--- config.mk ---
export PLATFORM = sky130hd
export DESIGN_NAME = twsw_core
export DESIGN_NICKNAME = d
export VERILOG_FILES = /design/src/common/twsw_pkg.sv /design/src/design/twsw_regs.sv /design/src/design/twsw_timer.sv /design/src/design/twsw_core.sv
export VERILOG_INCLUDE_DIRS = /design/src /design/src/common
export SDC_FILE = /design/constraint.sdc
export NUM_CORES = 1
export LEC_CHECK = 0
export BUFFER_PORTS_ARGS = -buffer_cell sky130_fd_sc_hd__clkbuf_2
export CAP_MARGIN = 20
export CORE_MARGIN = 1
export CORE_UTILIZATION = 55
export CTS_CLUSTER_DIAMETER = 30
export DETAILED_ROUTE_END_ITERATION = 10
export HOLD_SLACK_MARGIN = 0.12
export PLACE_DENSITY_LB_ADDON = 0.2
export SYNTH_ARGS = -nofsm -noshare
export SYNTH_HDL_FRONTEND = slang
export SYNTH_SLANG_ARGS = --single-unit
--- constraint.sdc ---
create_clock -name clk_i -period 16.3 [get_ports clk_i]
set_input_delay 2.445 -clock clk_i [delete_from_list [all_inputs] [get_ports clk_i]]
set_output_delay 2.445 -clock clk_i [all_outputs]
set_load 0.02 [all_outputs]
--- src/common/twsw_cfg.svh ---
// constants of the twilight switch-over and manual override block
`ifndef TWSW_CFG_SVH
`define TWSW_CFG_SVH
`define TWSW_ADDR_CTRL 4'h0
`define TWSW_ADDR_TWCFG 4'h1
`define TWSW_ADDR_TWACT 4'h2
`define TWSW_ADDR_BRIGHT 4'h3
`define TWSW_ADDR_EVENT 4'h4
`define TWSW_ADDR_STATUS 4'h5
`define TWSW_ADDR_TIMES 4'h6
`define TWSW_ADDR_OFFTHR 4'h7
`define TWSW_CTRL_RST 16'h0000
`define TWSW_TWCFG_RST 16'h0100
`define TWSW_TIMES_RST 16'h0404
`define TWSW_OFFTHR_RST 16'h0200
`define TWSW_EV_DOWNLOAD 0
`define TWSW_EV_PRESET 1
`define TWSW_EV_TEACH 2
`define TWSW_EV_DEACT 3
`define TWSW_EV_DEACT_VAL 4
`define TWSW_EV_MANUAL 5
`define TWSW_EV_MANUAL_VAL 6
`define TWSW_EV_MOTION 7
`define TWSW_TICK_NS 1000
`define TWSW_CLK_NS 4
`define TWSW_TICK_CYC ((`TWSW_TICK_NS + `TWSW_CLK_NS - 1) / `TWSW_CLK_NS)
`endif

--- src/common/twsw_pkg.sv ---
// types of the twilight switch-over and manual override block
package twsw_pkg;
	typedef enum logic [1:0] {
		TWSW_SINGLE,
		TWSW_MAIN,
		TWSW_EXT
	} twsw_devtype_t;
	typedef enum logic [1:0] {
		TWSW_FULL_AUTO,
		TWSW_SEMI_1,
		TWSW_MANUAL_ON_MANUAL_OFF
	} twsw_mode_t;
	typedef enum logic [1:0] {
		TWSW_CEILING,
		TWSW_PRESENCE,
		TWSW_LIGHT_CTRL
	} twsw_app_t;
	typedef struct packed {
		logic overwrite;
		logic bright_dep;
		twsw_app_t app;
		twsw_mode_t mode;
		twsw_devtype_t devtype;
	} twsw_ctrl_t;
	typedef struct packed {
		logic begin_tx;
		logic end_tx;
		logic deact_tx;
		logic deact_val;
		logic light_fwd;
		logic light_val;
	} twsw_out_t;
endpackage : twsw_pkg

--- src/design/twsw_regs.sv ---
// register port of the block
`timescale 1ns/1ps
`include "twsw_cfg.svh"
module twsw_regs (
	input wire logic clk_i,
	input wire logic rst_b,
	input wire logic [3:0] addr_i,
	input wire logic [15:0] wdata_i,
	input wire logic wr_i,
	input wire logic rd_i,
	input wire logic [15:0] status_i,
	input wire logic [15:0] twact_i,
	output logic [15:0] rdata_o,
	output logic [15:0] ctrl_o,
	output logic [15:0] twcfg_o,
	output logic [15:0] bright_o,
	output logic [15:0] times_o,
	output logic [15:0] offthr_o,
	output logic [7:0] event_o
);
	wire logic wr_ctrl = wr_i && addr_i == `TWSW_ADDR_CTRL;
	wire logic wr_twcfg = wr_i && addr_i == `TWSW_ADDR_TWCFG;
	wire logic wr_bright = wr_i && addr_i == `TWSW_ADDR_BRIGHT;
	wire logic wr_event = wr_i && addr_i == `TWSW_ADDR_EVENT;
	wire logic wr_times = wr_i && addr_i == `TWSW_ADDR_TIMES;
	wire logic wr_offthr = wr_i && addr_i == `TWSW_ADDR_OFFTHR;
	logic [15:0] rd_next;
	always_comb begin
		case (addr_i)
			`TWSW_ADDR_CTRL: rd_next = ctrl_o;
			`TWSW_ADDR_TWCFG: rd_next = twcfg_o;
			`TWSW_ADDR_TWACT: rd_next = twact_i;
			`TWSW_ADDR_BRIGHT: rd_next = bright_o;
			`TWSW_ADDR_STATUS: rd_next = status_i;
			`TWSW_ADDR_TIMES: rd_next = times_o;
			`TWSW_ADDR_OFFTHR: rd_next = offthr_o;
			default: rd_next = 16'h0000;
		endcase
	end
	always_ff @(posedge clk_i or negedge rst_b) begin
		if (!rst_b) begin
			rdata_o <= 16'h0000;
			ctrl_o <= `TWSW_CTRL_RST;
			twcfg_o <= `TWSW_TWCFG_RST;
			bright_o <= 16'h0000;
			times_o <= `TWSW_TIMES_RST;
			offthr_o <= `TWSW_OFFTHR_RST;
			event_o <= 8'h00;
		end else begin
			rdata_o <= rd_i ? rd_next : 16'h0000;
			if (wr_ctrl) ctrl_o <= wdata_i;
			if (wr_twcfg) twcfg_o <= wdata_i;
			if (wr_bright) bright_o <= wdata_i;
			if (wr_times) times_o <= wdata_i;
			if (wr_offthr) offthr_o <= wdata_i;
			event_o <= wr_event ? wdata_i[7:0] : 8'h00;
		end
	end
endmodule : twsw_regs

--- src/design/twsw_timer.sv ---
// down-counting delay timer in ticks
`timescale 1ns/1ps
`include "twsw_cfg.svh"
module twsw_timer (
	input wire logic clk_i,
	input wire logic rst_b,
	input wire logic tick_i,
	input wire logic start_i,
	input wire logic stop_i,
	input wire logic [7:0] len_i,
	output logic run_o,
	output logic done_o
);
	logic [7:0] cnt_reg;
	always_ff @(posedge clk_i or negedge rst_b) begin
		if (!rst_b) begin
			cnt_reg <= 8'h00;
			run_o <= 1'b0;
			done_o <= 1'b0;
		end else begin
			done_o <= 1'b0;
			if (stop_i) begin
				run_o <= 1'b0;
			end else if (start_i) begin
				cnt_reg <= (len_i == 8'h00) ? 8'h01 : len_i;
				run_o <= 1'b1;
			end else if (run_o && tick_i) begin
				cnt_reg <= cnt_reg - 8'h01;
				if (cnt_reg == 8'h01) begin
					run_o <= 1'b0;
					done_o <= 1'b1;
				end
			end
		end
	end
endmodule : twsw_timer

--- src/design/twsw_core.sv ---
// twilight switch-over and manual override of one function block
`timescale 1ns/1ps
`include "twsw_cfg.svh"
// Behaviour
// download with overwrite set restores configured twilight level
// download without overwrite keeps preset or taught level
// configured level used until first preset or teach
// single device: deactivation object input, 1 disables, 0 enables
// object-selected independence persists past end of detection until 0
// main unit: object also output following own twilight evaluation
// main unit forced independent sends no deactivation telegrams
// party forcing main unit also forces all extensions; the core sends the extensions nothing for this, a forced main only goes silent
// extension: deactivation object input only, 1 disables, 0 enables
// one-bit manual lighting object processed in single and main types
// fully automatic manual on forces begin, presence, transmission delay
// ceiling: end telegrams on delay expiry, motion restarts delay
// presence: brightness above switch-off threshold ends after off delay
// fully automatic manual off sends end, clears, lockout follows
// semi-auto I manual on enables detection, disabled after end
// semi-auto I manual off ends, clears and disables detection
// manual-on-manual-off: no delay, ends only on manual off
// light control: manual value forwarded and presence started
// brightness-dependent: motion accepted only below effective level
// teach stores current brightness as new twilight level
// deactivation flag changes only on deactivation telegrams
module twsw_core (
	input wire logic clk_i,
	input wire logic rst_b_i,
	input wire logic [3:0] addr_i,
	input wire logic [15:0] wdata_i,
	input wire logic wr_i,
	input wire logic rd_i,
	output logic [15:0] rdata_o,
	output twsw_pkg::twsw_out_t tel_o
);
	// ------------------------------------------------------------------
	// reset release
	// ------------------------------------------------------------------
	logic rst_s1_reg;
	logic rst_b;
	always_ff @(posedge clk_i or negedge rst_b_i) begin
		if (!rst_b_i) begin
			rst_s1_reg <= 1'b0;
			rst_b <= 1'b0;
		end else begin
			rst_s1_reg <= 1'b1;
			rst_b <= rst_s1_reg;
		end
	end

	// ------------------------------------------------------------------
	// registers
	// ------------------------------------------------------------------
	logic [15:0] ctrl_w;
	logic [15:0] twcfg_w;
	logic [15:0] bright_w;
	logic [15:0] times_w;
	logic [15:0] offthr_w;
	logic [7:0] ev_w;
	logic [15:0] status_w;
	logic [15:0] twact_reg;
	logic [15:0] rdata_w;
	twsw_regs u_regs (
		.clk_i(clk_i),
		.rst_b(rst_b),
		.addr_i(addr_i),
		.wdata_i(wdata_i),
		.wr_i(wr_i),
		.rd_i(rd_i),
		.status_i(status_w),
		.twact_i(twact_reg),
		.rdata_o(rdata_w),
		.ctrl_o(ctrl_w),
		.twcfg_o(twcfg_w),
		.bright_o(bright_w),
		.times_o(times_w),
		.offthr_o(offthr_w),
		.event_o(ev_w)
	);
	assign rdata_o = rdata_w;
	twsw_pkg::twsw_ctrl_t ctrl;
	assign ctrl = twsw_pkg::twsw_ctrl_t'(ctrl_w[7:0]);

	function automatic logic is_type(input twsw_pkg::twsw_devtype_t t,
		input twsw_pkg::twsw_devtype_t want);
		is_type = (t == want);
	endfunction : is_type

	wire logic ev_download = ev_w[`TWSW_EV_DOWNLOAD];
	wire logic ev_preset = ev_w[`TWSW_EV_PRESET];
	wire logic ev_teach = ev_w[`TWSW_EV_TEACH];
	wire logic ev_deact = ev_w[`TWSW_EV_DEACT];
	wire logic ev_deact_val = ev_w[`TWSW_EV_DEACT_VAL];
	wire logic ev_motion_raw = ev_w[`TWSW_EV_MOTION];
	wire logic man_type = !is_type(ctrl.devtype, twsw_pkg::TWSW_EXT);
	wire logic ev_man = ev_w[`TWSW_EV_MANUAL] && man_type;
	wire logic man_on = ev_man && ev_w[`TWSW_EV_MANUAL_VAL];
	wire logic man_off = ev_man && !ev_w[`TWSW_EV_MANUAL_VAL];
	wire logic is_main = is_type(ctrl.devtype, twsw_pkg::TWSW_MAIN);
	wire logic lc_app = ctrl.app == twsw_pkg::TWSW_LIGHT_CTRL;

	// ------------------------------------------------------------------
	// twilight level source
	// ------------------------------------------------------------------
	logic ext_valid_reg;
	logic [15:0] ext_level_reg;
	always_ff @(posedge clk_i or negedge rst_b) begin
		if (!rst_b) begin
			ext_valid_reg <= 1'b0;
			ext_level_reg <= 16'h0000;
		end else if (ev_teach) begin
			ext_valid_reg <= 1'b1;
			ext_level_reg <= bright_w;
		end else if (ev_preset) begin
			ext_valid_reg <= 1'b1;
			ext_level_reg <= wdata_i;
		end else if (ev_download && ctrl.overwrite) begin
			ext_valid_reg <= 1'b0;
		end
	end
	// download without overwrite leaves the stored level untouched
	wire logic [15:0] level_w = ext_valid_reg ? ext_level_reg : twcfg_w;
	always_ff @(posedge clk_i or negedge rst_b) begin
		if (!rst_b) begin
			twact_reg <= 16'h0000;
		end else begin
			twact_reg <= level_w;
		end
	end

	// ------------------------------------------------------------------
	// twilight deactivation object
	// ------------------------------------------------------------------
	logic deact_reg;
	always_ff @(posedge clk_i or negedge rst_b) begin
		if (!rst_b) begin
			deact_reg <= 1'b0;
		end else if (ev_deact) begin
			deact_reg <= ev_deact_val;
		end
	end
	// deact_reg is untouched by detection end, so independence persists
	wire logic indep = deact_reg || !ctrl.bright_dep || lc_app;
	wire logic dark = bright_w < twact_reg;
	wire logic motion_ok = ev_motion_raw && (indep || dark);

	// ------------------------------------------------------------------
	// tick and timers
	// ------------------------------------------------------------------
	logic [7:0] tick_cnt_reg;
	wire logic tick = tick_cnt_reg == 8'(`TWSW_TICK_CYC - 1);
	always_ff @(posedge clk_i or negedge rst_b) begin
		if (!rst_b) begin
			tick_cnt_reg <= 8'h00;
		end else begin
			tick_cnt_reg <= tick ? 8'h00 : tick_cnt_reg + 8'h01;
		end
	end

	typedef enum logic [1:0] {
		TWSW_IDLE,
		TWSW_ACTIVE,
		TWSW_LOCK
	} twsw_state_t;
	twsw_state_t state_reg;
	twsw_state_t state_next;
	logic det_en_reg;
	logic hold_reg;

	wire logic is_semi1 = ctrl.mode == twsw_pkg::TWSW_SEMI_1;
	wire logic is_mom = ctrl.mode == twsw_pkg::TWSW_MANUAL_ON_MANUAL_OFF;
	wire logic active = state_reg == TWSW_ACTIVE;
	wire logic det_allowed = !is_semi1 || det_en_reg;
	wire logic man_start = man_on || (ev_man && lc_app);
	wire logic man_end = man_off && !lc_app;
	wire logic start_det = man_start || (motion_ok && det_allowed && state_reg == TWSW_IDLE);
	wire logic retrig = active && motion_ok && !hold_reg;
	wire logic tx_start = (man_on && !is_mom) || retrig || (start_det && !man_on);
	logic tx_done;
	logic tx_run;
	logic off_done;
	logic off_run;
	logic lock_done;
	logic lock_run;
	wire logic bright_hi = bright_w > offthr_w;
	wire logic pres_app = ctrl.app == twsw_pkg::TWSW_PRESENCE;
	wire logic off_arm = active && pres_app && !indep && bright_hi && ev_motion_raw && !hold_reg;
	wire logic end_det = active && (man_end || tx_done || off_done);
	wire logic [7:0] lock_len = man_end ? times_w[15:8] : 8'h01;

	twsw_timer u_tx (
		.clk_i(clk_i),
		.rst_b(rst_b),
		.tick_i(tick),
		.start_i(tx_start),
		.stop_i(man_end || !active && !start_det || man_on && is_mom),
		.len_i(times_w[7:0]),
		.run_o(tx_run),
		.done_o(tx_done)
	);
	twsw_timer u_off (
		.clk_i(clk_i),
		.rst_b(rst_b),
		.tick_i(tick),
		.start_i(off_arm && !off_run),
		.stop_i(!active || !bright_hi || hold_reg),
		.len_i(times_w[7:0]),
		.run_o(off_run),
		.done_o(off_done)
	);
	twsw_timer u_lock (
		.clk_i(clk_i),
		.rst_b(rst_b),
		.tick_i(tick),
		.start_i(end_det),
		.stop_i(1'b0),
		.len_i(lock_len),
		.run_o(lock_run),
		.done_o(lock_done)
	);

	// ------------------------------------------------------------------
	// detection state
	// ------------------------------------------------------------------
	always_comb begin
		state_next = state_reg;
		case (state_reg)
			TWSW_IDLE: if (start_det) state_next = TWSW_ACTIVE;
			TWSW_ACTIVE: if (end_det) state_next = TWSW_LOCK;
			TWSW_LOCK: if (man_start) state_next = TWSW_ACTIVE;
				else if (lock_done) state_next = TWSW_IDLE;
			default: state_next = TWSW_IDLE;
		endcase
	end
	always_ff @(posedge clk_i or negedge rst_b) begin
		if (!rst_b) begin
			state_reg <= TWSW_IDLE;
			det_en_reg <= 1'b0;
			hold_reg <= 1'b0;
		end else begin
			state_reg <= state_next;
			if (man_on) det_en_reg <= 1'b1;
			else if (end_det && is_semi1) det_en_reg <= 1'b0;
			if (man_on) hold_reg <= is_mom;
			else if (end_det) hold_reg <= 1'b0;
		end
	end

	// ------------------------------------------------------------------
	// telegram outputs
	// ------------------------------------------------------------------
	wire logic begin_ev = (state_reg != TWSW_ACTIVE) && state_next == TWSW_ACTIVE;
	wire logic deact_out_ok = is_main && !deact_reg;
	always_ff @(posedge clk_i or negedge rst_b) begin
		if (!rst_b) begin
			tel_o <= '0;
		end else begin
			tel_o.begin_tx <= begin_ev || (man_on && active);
			tel_o.end_tx <= end_det;
			tel_o.deact_tx <= deact_out_ok && (begin_ev || end_det);
			tel_o.deact_val <= deact_out_ok ? begin_ev : tel_o.deact_val;
			tel_o.light_fwd <= ev_man && lc_app;
			tel_o.light_val <= (ev_man && lc_app) ? man_on : tel_o.light_val;
		end
	end
	assign status_w = {9'h000, lock_run, tx_run, det_en_reg, hold_reg, deact_reg,
		ext_valid_reg, active};

	// ------------------------------------------------------------------
	// checks
	// ------------------------------------------------------------------
	deact_follow_a: assert property (@(posedge clk_i) disable iff (!rst_b)
		ev_deact |=> deact_reg == $past(ev_deact_val)) else $error("deact flag wrong");
	deact_hold_a: assert property (@(posedge clk_i) disable iff (!rst_b)
		!ev_deact |=> $stable(deact_reg)) else $error("deact flag moved");
	dl_restore_a: assert property (@(posedge clk_i) disable iff (!rst_b)
		ev_download && ctrl.overwrite && !ev_teach && !ev_preset |=> !ext_valid_reg)
		else $error("download kept level");
	dl_keep_a: assert property (@(posedge clk_i) disable iff (!rst_b)
		ev_download && !ctrl.overwrite && ext_valid_reg |=> ext_valid_reg)
		else $error("download lost level");
	teach_store_a: assert property (@(posedge clk_i) disable iff (!rst_b)
		ev_teach |=> ext_level_reg == $past(bright_w)) else $error("teach missed");
	man_on_a: assert property (@(posedge clk_i) disable iff (!rst_b)
		man_on |=> tel_o.begin_tx) else $error("manual on no begin");
	man_off_a: assert property (@(posedge clk_i) disable iff (!rst_b)
		man_end && active |=> tel_o.end_tx ##0 state_reg == TWSW_LOCK)
		else $error("manual off no end");
	semi_dis_a: assert property (@(posedge clk_i) disable iff (!rst_b)
		man_end && active && is_semi1 |=> !det_en_reg) else $error("semi I not disabled");
	mom_hold_a: assert property (@(posedge clk_i) disable iff (!rst_b)
		man_on && is_mom |=> !tx_run) else $error("delay started");
	main_mute_a: assert property (@(posedge clk_i) disable iff (!rst_b)
		deact_reg |=> !tel_o.deact_tx) else $error("muted main sent");
	lc_fwd_a: assert property (@(posedge clk_i) disable iff (!rst_b)
		ev_man && lc_app |=> tel_o.light_fwd ##0 active) else $error("no forward");
	dark_gate_a: assert property (@(posedge clk_i) disable iff (!rst_b)
		state_reg == TWSW_IDLE && !ev_man && ev_motion_raw && !indep && !dark
		|=> state_reg == TWSW_IDLE) else $error("bright motion taken");
	tx_start_a: assert property (@(posedge clk_i) disable iff (!rst_b)
		man_on && !is_mom |=> tx_run) else $error("delay not started");
	ceil_end_a: assert property (@(posedge clk_i) disable iff (!rst_b)
		tx_done && active |=> tel_o.end_tx) else $error("no end on delay expiry");
	retrig_a: assert property (@(posedge clk_i) disable iff (!rst_b)
		retrig && !ev_man |=> tx_run) else $error("motion did not restart delay");
	off_arm_a: assert property (@(posedge clk_i) disable iff (!rst_b)
		off_arm && !off_run |=> off_run) else $error("switch-off delay not armed");
	off_end_a: assert property (@(posedge clk_i) disable iff (!rst_b)
		off_done && active |=> tel_o.end_tx) else $error("no end after switch-off delay");
	lock_quiet_a: assert property (@(posedge clk_i) disable iff (!rst_b)
		state_reg == TWSW_LOCK && !ev_man |=> !tel_o.begin_tx)
		else $error("detection during lockout");
	semi_en_a: assert property (@(posedge clk_i) disable iff (!rst_b)
		man_on && is_semi1 |=> det_en_reg) else $error("semi I not enabled");
	semi_auto_a: assert property (@(posedge clk_i) disable iff (!rst_b)
		tx_done && active && is_semi1 && !man_on |=> !det_en_reg)
		else $error("semi I stays enabled");
	mom_stay_a: assert property (@(posedge clk_i) disable iff (!rst_b)
		active && hold_reg && is_mom && !lc_app && !ev_man |=> active)
		else $error("held detection ended");
	deact_out_a: assert property (@(posedge clk_i) disable iff (!rst_b)
		is_main && !deact_reg && begin_ev |=> tel_o.deact_tx && tel_o.deact_val)
		else $error("main did not drive extensions");
	ext_silent_a: assert property (@(posedge clk_i) disable iff (!rst_b)
		!is_main |=> !tel_o.deact_tx) else $error("deactivation sent by non-main");
	ext_manual_a: assert property (@(posedge clk_i) disable iff (!rst_b)
		ev_w[`TWSW_EV_MANUAL] && !man_type |=> !tel_o.light_fwd)
		else $error("extension took manual");
	preset_load_a: assert property (@(posedge clk_i) disable iff (!rst_b)
		ev_preset && !ev_teach |=> ext_valid_reg && ext_level_reg == $past(wdata_i))
		else $error("preset not taken");
	level_cfg_a: assert property (@(posedge clk_i) disable iff (!rst_b)
		!ext_valid_reg |=> twact_reg == $past(twcfg_w)) else $error("configured level unused");
	indep_keep_a: assert property (@(posedge clk_i) disable iff (!rst_b)
		deact_reg && end_det && !ev_deact |=> deact_reg) else $error("independence dropped");
	lc_val_a: assert property (@(posedge clk_i) disable iff (!rst_b)
		ev_man && lc_app |=> tel_o.light_val == $past(man_on)) else $error("wrong forward value");
	cov_on_c: cover property (@(posedge clk_i) man_on ##1 tel_o.begin_tx);
	cov_end_c: cover property (@(posedge clk_i) tx_done ##1 tel_o.end_tx);
	cov_off_c: cover property (@(posedge clk_i) off_done);
	cov_deact_c: cover property (@(posedge clk_i) ev_deact && ev_deact_val);
	cov_semi_c: cover property (@(posedge clk_i) man_on && is_semi1);
endmodule : twsw_core

==> flow_summary.yaml, run 1 <==
timing:
  slew_violations: 0
  period_minus_slack_ns: 4.28
  worstMarginPinSlew_ns: 1.07
  finalCritPeriodShare_pct: 26.3
  holdWs_ns: 0.310
  relSlewSlack_pct: 28.5
  finalHoldViolations: 0
  rsz0062_at_grt: "no"
  fin_skew_ns: 0.0138
  setup_violations: 0
  max_freq_ghz: 0.233
  tns_ns: 0
yosys:
  yosys-top-cells-area: "dfrtp_1 (49%), mux2_2 (12%), ha_1 (5.2%)"
  synth_mux_area_share_pct: 15.3
  synth_top_family_by_area: "multiplexers"
  netlist_instances: 829
  synth_area_um2: 9310
  syn-num-nets: 892
  synthXorXnorAreaFrac_pct: 0.658
  synth-compound-area-share_pct: 14.1
  yosys.area_share.simple_pct: 10.9
  synth_top_area_cell: "dfrtp_1"
  synth_edf_count: 0
  netlist-cell-type-count: 64
  synth_top_cell_area_share_pct: 49.4
  synthAdderAreaFrac_pct: 5.24
  async_flop_share_pct: 100
  ys_seq_area_share_pct: 50.6
  syn_area_per_cell_um2: 11.2
  ys_ff_latch: 188
  synth_ff_type: "dfrtp_1"
  yosysWarnings: 0
layout:
  syn_to_final_growth_pct: 11.0
  drive_above_1_share_pct: 23.5
  nNetsFinal: 934
  insertedDiodeCount: 0
setup_path:
  r2r_slack_ns: 13.37
  path_cells: "clkbuf_2 > nand2b_1 > nor2_2 > nand2_1 > mux2_1"
  endpoint_kind: "register"
  crit_arrival_ns: 4.61
  slowest_stage: "nand2_1"
  crit_path_max_incr_delay_ns: 0.64
  required_ns: 16.63
  cp_max_fo: 16
  start_kind: "primary input"
  path_delay_family: "simple AND/OR/NAND/NOR gates"
  cp.depth: 5
  crit_type: "in2reg"
  cp_num_buf_inv: 1
  r2r_cells: 9
routing:
  drc: 0
  wire_per_inst_um: 21.5
  drtAntennaViolNets: 0
  first_iter_violations: 587
  via_per_inst: 6.23
  finalWirelength_mm: 23.7
  drt_first_pass_iters: 6
  via_count: 6879
global_routing:
  grt_pass1_wl_mm: 38.2
  antenna_found_initial: 0
  grt_max_degree: 80
  grt.total_usage_pct: 28.8
  grt_pass1_vias: 6885
  overflow: 0
clock_tree:
  htree_levels: 4
  path_clk_slew_ns: 0.07
  clk_path_buf_depth: 2
  clockRootBuffer: "clkbuf_16"
  cts_made_buffers: 17
  cts.sinks: 188
  insertion_delay_ns: 0.44
  cts_tree: "yes"
  cts-hold-fix-buffers: 0
  cts_resized: 0
  post_cts_buffers: 0
placement:
  dpl.hpwl_mm: 16.9
  gp_congestion: 0.915
  port_buffers: 45
die:
  core-area_um2: 16600
  ios: 46
  die-area_um2: 17500
  dieHeight_um: 132
  num_rows: 47
  die_w_um: 132
  initial_core_util_pct: 56.1
pwr:
  power.leakage_uw: 0.00465
  p_per_area_nw_per_um2: 131
  irDropWorstVdd_v: 0.000101
flow_run:
  drv_cap: 0
status:
  outcome: "finished, final reports clean"
worst_hold_path:
  hp-class: "reg2async"
[per-layer routing]
layer,vias to the layer above,global-route usage [%],wire [um]
met5,-,0,0
met4,0,10.3,535
met3,42,4.61,1350
met2,245,45.9,11300
met1,3462,40.2,10500
li1,3130,-,-
[synthesized netlist by cell type (3+ instances only)]
| cell type | count |
|---|---|
| a211oi_1 | 4 |
| a21o_1 | 5 |
| a21oi_1 | 31 |
| a222oi_1 | 7 |
| a22o_1 | 7 |
| a22oi_1 | 35 |
| a31oi_1 | 15 |
| a32oi_1 | 4 |
| a41oi_1 | 3 |
| and2_1 | 11 |
| and3_1 | 8 |
| buf_2 | 7 |
| clkbuf_1 | 20 |
| dfrtp_1 | 184 |
| dfstp_2 | 4 |
| ha_1 | 39 |
| inv_1 | 46 |
| mux2_1 | 4 |
| mux2_2 | 100 |
| mux2i_1 | 22 |
| nand2_1 | 61 |
| nand2b_1 | 7 |
| nand3_1 | 16 |
| nand4_1 | 4 |
| nor2_1 | 38 |
| nor2b_1 | 8 |
| nor3_1 | 15 |
| nor4_1 | 7 |
| nor4_2 | 3 |
| o211ai_1 | 7 |
| o21a_1 | 5 |
| o21ai_0 | 39 |
| o21ai_1 | 10 |
| o22a_1 | 4 |
| o2bb2ai_1 | 4 |
| o31ai_1 | 6 |
| xor2_1 | 5 |
[cell type report]
type	count	area [um2]
clock buffers	20	467
clock inverters	12	105
fillers	1322	6240
inverters	47	176
multi-input cells	565	4300
flip-flops and latches	188	4710
well taps	220	275
repair buffers	52	302
[report_power, final]
group | total (uW) | switching [uW] | internal, uW | leakage (uW)
logic | 288 | 153 | 136 | 0.00201
registers | 663 | 103 | 559 | 0.00236
clock network | 402 | 191 | 211 | 0.000273
[path summary, 6_finish.rpt]
kind                                                      from                         endpoint
worst min-delay path                           rst_b$_DFF_PN0_     ext_level_reg[2]$_DFFE_PN0P_
worst max-delay path                                 addr_i[3]  u_regs.offthr_o[10]$_DFFE_PN0P_
worst min register to register                 rst_b$_DFF_PN0_     ext_level_reg[2]$_DFFE_PN0P_
min in group clk_i                        rst_s1_reg$_DFF_PN0_                  rst_b$_DFF_PN0_
worst max register to register  u_regs.offthr_o[9]$_DFFE_PN1P_           u_off.done_o$_DFF_PN0_
max in group asynchronous                              rst_b_i                  rst_b$_DFF_PN0_
[through the flow]
step | total power, uW | util, % | instances | setup WS (ns) | area, um2
finish | 1350 | 62.3 | 1104 | 12.02 | 10300
global route | 1420 | 62.3 | 1104 | 11.85 | 10300
CTS | 1350 | 62.1 | 1102 | 11.76 | 10300
detailed placement | 953 | 58.7 | 1070 | 11.32 | 9730
global placement | 932 | 58.7 | 1070 | 11.36 | 9730
floorplan | 846 | - | 829 | 10.68 | 9310
[logic make-up after synthesis]
logic type | count (synthesis)
flops | 188
xor+xnor | 7
fa+ha+maj | 39
buf+inv | 76
simple gates | 196
compound gates | 194
other cells | 1
mux | 128
[placed cells by master (no fill, tap or decap), types with 17 or more instances in the layout]
cell type,instances
dfrtp_1,183
clkbuf_16,17
inv_1,46
a22oi_1,35
clkbuf_2,45
ha_1,39
mux2i_1,22
o21ai_0,39
a21oi_1,31
nor2_1,38
nand2_1,61
mux2_2,100
Note: power is estimated with default switching activity, not from simulation.
==> run 2: changes to the inputs <==
==> constraint.sdc (replaced) <==
create_clock -name clk_i -period 4.1 [get_ports clk_i]
set_input_delay 0.615 -clock clk_i [delete_from_list [all_inputs] [get_ports clk_i]]
set_output_delay 0.615 -clock clk_i [all_outputs]
set_load 0.02 [all_outputs]
==> run 2 against run 1 <==
Net effect: die area stayed put; clock skew is 0.0034 ns lower; total power rose to 4.0 times the previous value; design area unchanged; setup slack worse by 11 ns; utilization unchanged; critical endpoint is now u_off.cnt_reg[6]$_DFFE_PN0P_; largest power group unchanged; highest routed layer unchanged.
==> flow_summary.yaml, run 2 (synthesized netlist as in run 1, its figures left out) <==
setup_path:
  endpoint_kind: "register"
  required_ns: 4.41
  crit_arrival_ns: 3.15
  worstSetupStartpoint: "u_regs.offthr_o[9]$_DFFE_PN1P_"
  r2r-start: "u_regs.offthr_o[9]$_DFFE_PN1P_"
  start_kind: "register"
  r2r_slack_ns: 1.26
  cp_max_fo: 10
  crit_type: "reg2reg"
  r2r-end: "u_off.cnt_reg[6]$_DFFE_PN0P_"
  crit_path_end: "u_off.cnt_reg[6]$_DFFE_PN0P_"
  r2r_cells: 9
layout:
  drive_above_1_share_pct: 23.5
  insertedDiodeCount: 0
  final_common_cell: "dfrtp_1"
  final_cell_mix: "dfrtp_1 (183), mux2_2 (100), nand2_1 (61)"
  fillers: 1394
  final_area_um2: 10300
  register_area_um2: 4710
  syn_to_final_growth_pct: 11.0
  nNetsFinal: 935
  final_cells: 1105
  multiInputGateArea_um2: 4300
  postLayoutCoreUtil_pct: 62.3
routing:
  first_iter_violations: 544
  drtAntennaViolNets: 0
  via_per_inst: 6.22
  via_count: 6875
  drt_first_pass_iters: 6
  finalWirelength_mm: 24.0
  drc: 0
  wire_per_inst_um: 21.7
status:
  outcome: "finished, final reports clean"
pwr:
  intPower_uw: 3580
  irDropWorstVdd_v: 0.000346
  power.leakage_uw: 0.00465
  pwr-share-comb_pct: 21.4
  p_seq_share_pct: 48.7
  total_power_uw: 5400
  p_per_area_nw_per_um2: 522
  p_sw_share_pct: 33.7
  clkPwrFrac_pct: 29.9
  p_switching_uw: 1820
clock_tree:
  cts_resized: 0
  clockRootBuffer: "clkbuf_16"
  insertion_delay_ns: 0.44
  cts_made_buffers: 17
  cts_tree: "yes"
  clk_path_buf_depth: 2
  path_clk_slew_ns: 0.08
  htree_levels: 4
  cts.sinks: 188
timing:
  rsz0062_at_grt: "no"
  tns_ns: 0
  fin_skew_ns: 0.0105
  worstMarginPinSlew_ns: 1.08
  finalCritPeriodShare_pct: 69.3
  finalHoldViolations: 0
  slew_violations: 0
  relSlewSlack_pct: 27.8
  period_minus_slack_ns: 2.84
  setup_violations: 0
  max_freq_ghz: 0.352
worst_hold_path:
  hp-class: "reg2reg"
  whs_path_depth: 0
global_routing:
  grt.total_usage_pct: 28.9
  antenna_found_initial: 0
  grt_max_degree: 122
  grt_pass1_vias: 6951
  overflow: 0
  grt_pass1_wl_mm: 38.8
die:
  num_rows: 47
  initial_core_util_pct: 56.1
  die-area_um2: 17500
  dieHeight_um: 132
  die_w_um: 132
  core-area_um2: 16600
  ios: 46
placement:
  dp.cells: 1072
  port_buffers: 45
  placed_area_um2: 9760
  dpl.hpwl_mm: 16.7
  gp_congestion: 0.919
flow_run:
  drv_cap: 0
[run 2: power by group through the flow]
stage                     registers (uW)  clock network, uW  logic [uW]
final                               2630               1620        1160
after CTS                           2610               1640        1150
after global routing                2670               1710        1290
after global placement              2620                  0        1100
after detailed placement            2640                  0        1140
after floorplan                     2510                  0         855
[run 2: worst max-delay path, stage by stage, from the launching register on]
cell and delay [ns]:
dfstp_2 0.55, inv_1 0.04, ha_1 0.28, a21o_1 0.16
a21o_1 0.17, a21oi_1 0.15, o211ai_1 0.13, a21oi_1 0.71
nand2b_1 0.39, o21ai_0 0.14
[run 2: area by class of cell]
class	count	area share [%]
Clock buffer	17	4.11
Clock inverter	15	1.43
Inverter	47	1.71
Multi-Input combinational cell	565	41.6
Sequential cell	188	45.6
Tap cell	220	2.66
Timing Repair Buffer	53	2.90
[run 2: worst min-delay path by stage]
| stage | slack [ns] | startpoint | endpoint |
|---|---|---|---|
| floorplan | 0.32 | rst_b_i | rst_b$_DFF_PN0_ |
| global placement | 0.34 | rst_s1_reg$_DFF_PN0_ | rst_b$_DFF_PN0_ |
| detailed placement | 0.34 | rst_s1_reg$_DFF_PN0_ | rst_b$_DFF_PN0_ |
| CTS | 0.36 | rst_s1_reg$_DFF_PN0_ | rst_b$_DFF_PN0_ |
| global route | 0.38 | rst_s1_reg$_DFF_PN0_ | rst_b$_DFF_PN0_ |
| finish | 0.36 | rst_s1_reg$_DFF_PN0_ | rst_b$_DFF_PN0_ |
[run 2: per-stage QoR]
step	setup WS, ns	hold WS, ns
after floorplan	1.00	0.319
after global placement	1.19	0.342
after detailed placement	1.14	0.344
after CTS	1.34	0.362
after global routing	1.13	0.383
final	1.26	0.361
[run 2: layer usage]
metal / wire length [um] / part of all wire (%) / GRT usage (%)
met3: 1300 / 5.4 / 4.50
met5: 0 / 0 / 0
met2: 11400 / 48 / 45.9
met4: 412 / 1.7 / 9.30
met1: 10900 / 45 / 40.9
[run 2: what timing repair did]
| action | in CTS | in global routing |
|---|---|---|
| endpoints found under the hold margin | 2 | 0 |
| endpoints found under the setup margin | 0 | 0 |
| hold buffers | 1 | 0 |
| buffers inserted | 0 | 0 |
==> run 3: changes to the inputs <==
==> constraint.sdc (replaced) <==
create_clock -name clk_i -period 2.3 [get_ports clk_i]
set_input_delay 0.345 -clock clk_i [delete_from_list [all_inputs] [get_ports clk_i]]
set_output_delay 0.345 -clock clk_i [all_outputs]
set_load 0.02 [all_outputs]
==> run 3 against run 2 <==
Net effect: clock skew up 0.0017 ns; sequential share of layout area shrank 2.5 points; total power rose by 90%; clock power is 93% higher; via count increased by 2.0%; combinational power up 120%; design area rose by 5.8%; final cell count rose by 4.3%; critical path depth up 1; setup slack worse by 1.2 ns; utilization rose by 3.6 points; non-clock buffer count up 48; critical endpoint is now u_off.cnt_reg[1]$_DFFE_PN0P_; largest cell class unchanged; highest routed layer unchanged.
==> flow_summary.yaml, run 3 (synthesized netlist as in run 1, its figures left out) <==
status:
  outcome: "finished, final reports clean"
die:
  die_w_um: 132
  initial_core_util_pct: 56.1
  dieHeight_um: 132
  ios: 46
  die-area_um2: 17500
  num_rows: 47
  core-area_um2: 16600
global_routing:
  overflow: 0
  grt_max_degree: 128
  grt_pass1_vias: 7210
  grt.total_usage_pct: 29.5
  antenna_found_initial: 0
  grt_pass1_wl_mm: 39.3
timing:
  setup_violations: 0
  period_minus_slack_ns: 2.27
  holdWs_ns: 0.204
  fin_skew_ns: 0.0121
  fin_ws_ns: 0.0338
  finalHoldViolations: 0
  slew_violations: 0
  relSlewSlack_pct: 22.4
  finalCritPeriodShare_pct: 98.5
  max_freq_ghz: 0.441
  worstMarginPinSlew_ns: 1.16
  rsz0062_at_grt: "yes"
clock_tree:
  path_clk_slew_ns: 0.08
  clk_path_buf_depth: 2
  htree_levels: 4
  insertion_delay_ns: 0.45
  cts.sinks: 188
  cts_tree: "yes"
  cts_made_buffers: 17
  clockRootBuffer: "clkbuf_16"
pwr:
  clkPwrFrac_pct: 30.4
  p_sw_share_pct: 32.9
  p_seq_share_pct: 45.2
  total_power_uw: 10300
  p_switching_uw: 3380
  pwr-share-comb_pct: 24.4
  irDropWorstVdd_v: 0.000873
  power.leakage_uw: 0.00495
  intPower_uw: 6880
  p_per_area_nw_per_um2: 938
layout:
  insertedDiodeCount: 0
  final_common_cell: "dfrtp_1"
  postLayoutCoreUtil_pct: 66.0
  drive_above_1_share_pct: 30.0
  syn_to_final_growth_pct: 17.5
  final_area_um2: 10900
  nNetsFinal: 983
  final_cell_mix: "dfrtp_1 (182), mux2_2 (100), nand2_1 (61)"
setup_path:
  crit_type: "reg2reg"
  start_kind: "register"
  endpoint_kind: "register"
  crit_arrival_ns: 2.64
  cp_max_fo: 6
  required_ns: 2.68
placement:
  gp_congestion: 0.930
  placed_area_um2: 10100
  pre_cts_slack_ns: -0.101
  dpl.hpwl_mm: 16.8
  port_buffers: 45
routing:
  first_iter_violations: 557
  via_per_inst: 6.08
  via_count: 7012
  wire_per_inst_um: 21.2
  finalWirelength_mm: 24.5
  drtAntennaViolNets: 0
  drt_first_pass_iters: 5
  drc: 0
worst_hold_path:
  hp-class: "in2reg"
flow_run:
  drv_cap: 0
==> run 3: routing by layer <==
layer / global-route usage [%] / routed length, um / vias to the layer above
met5: 0 / 0 / -
met4: 11.3 / 730 / 0
met3: 5.92 / 1300 / 53
met2: 47.5 / 11700 / 230
met1: 39.4 / 10800 / 3515
li1: - / - / 3214
==> run 3: worst paths after layout <==
kind / from / slack [ns] / endpoint / cells past startpoint
worst min-delay path: wdata_i[14] / 0.20 / u_regs.offthr_o[14]$_DFFE_PN0P_ / 2
min in group asynchronous: rst_b_i / 0.21 / rst_b$_DFF_PN0_ / 2
worst max-delay path: u_regs.offthr_o[12]$_DFFE_PN0P_ / 0.03 / u_off.cnt_reg[1]$_DFFE_PN0P_ / 10
max in group asynchronous: rst_b$_DFF_PN0_ / 1.28 / u_regs.bright_o[14]$_DFFE_PN0P_ / 1
worst max register to register: u_regs.offthr_o[12]$_DFFE_PN0P_ / 0.03 / u_off.cnt_reg[1]$_DFFE_PN0P_ / 10
worst min register to register: rst_b$_DFF_PN0_ / 0.34 / ext_level_reg[2]$_DFFE_PN0P_ / 1
==> run 3: per-stage QoR <==
stage,TNS [ns],cells
CTS,0,1145
global placement,-0.234,1112
detailed placement,-0.443,1112
finish,0,1153
global route,-0.172,1153
floorplan,0,829
==> run 3: worst max-delay path, stage by stage, from the launching register on <==
cell        delay (ns)
dfrtp_1           0.39
inv_1             0.06
ha_1              0.30
nand4_1           0.17
nor2_2            0.06
and3_4            0.16
a211oi_2          0.24
buf_4             0.19
clkinvlp_4        0.19
a211oi_2          0.28
o22a_1            0.15
==> run 3: area by class of cell <==
class	count	area, um2
Fill cell	1259	5640
Sequential cell	188	4710
Multi-Input combinational cell	565	4440
Timing Repair Buffer	101	697
Clock buffer	18	439
Tap cell	220	275
Clock inverter	14	195
Inverter	47	180
==> run 3: timing repair <==
action,CTS,global route
buffers inserted,0,8
pin swaps,1,18
endpoints found under the hold margin,2,0
gates resized for setup,6,28
setup endpoints to repair,12,22
hold buffers,1,0
==> run 3: power groups by stage <==
stage               sequential (uW)  combinational [uW]  clock (uW)
floorplan                      4470                1520           0
global placement               4610                2190           0
detailed placement             4650                2270           0
CTS                            4590                2320        3160
global route                   4710                2770        3310
finish                         4640                2500        3120
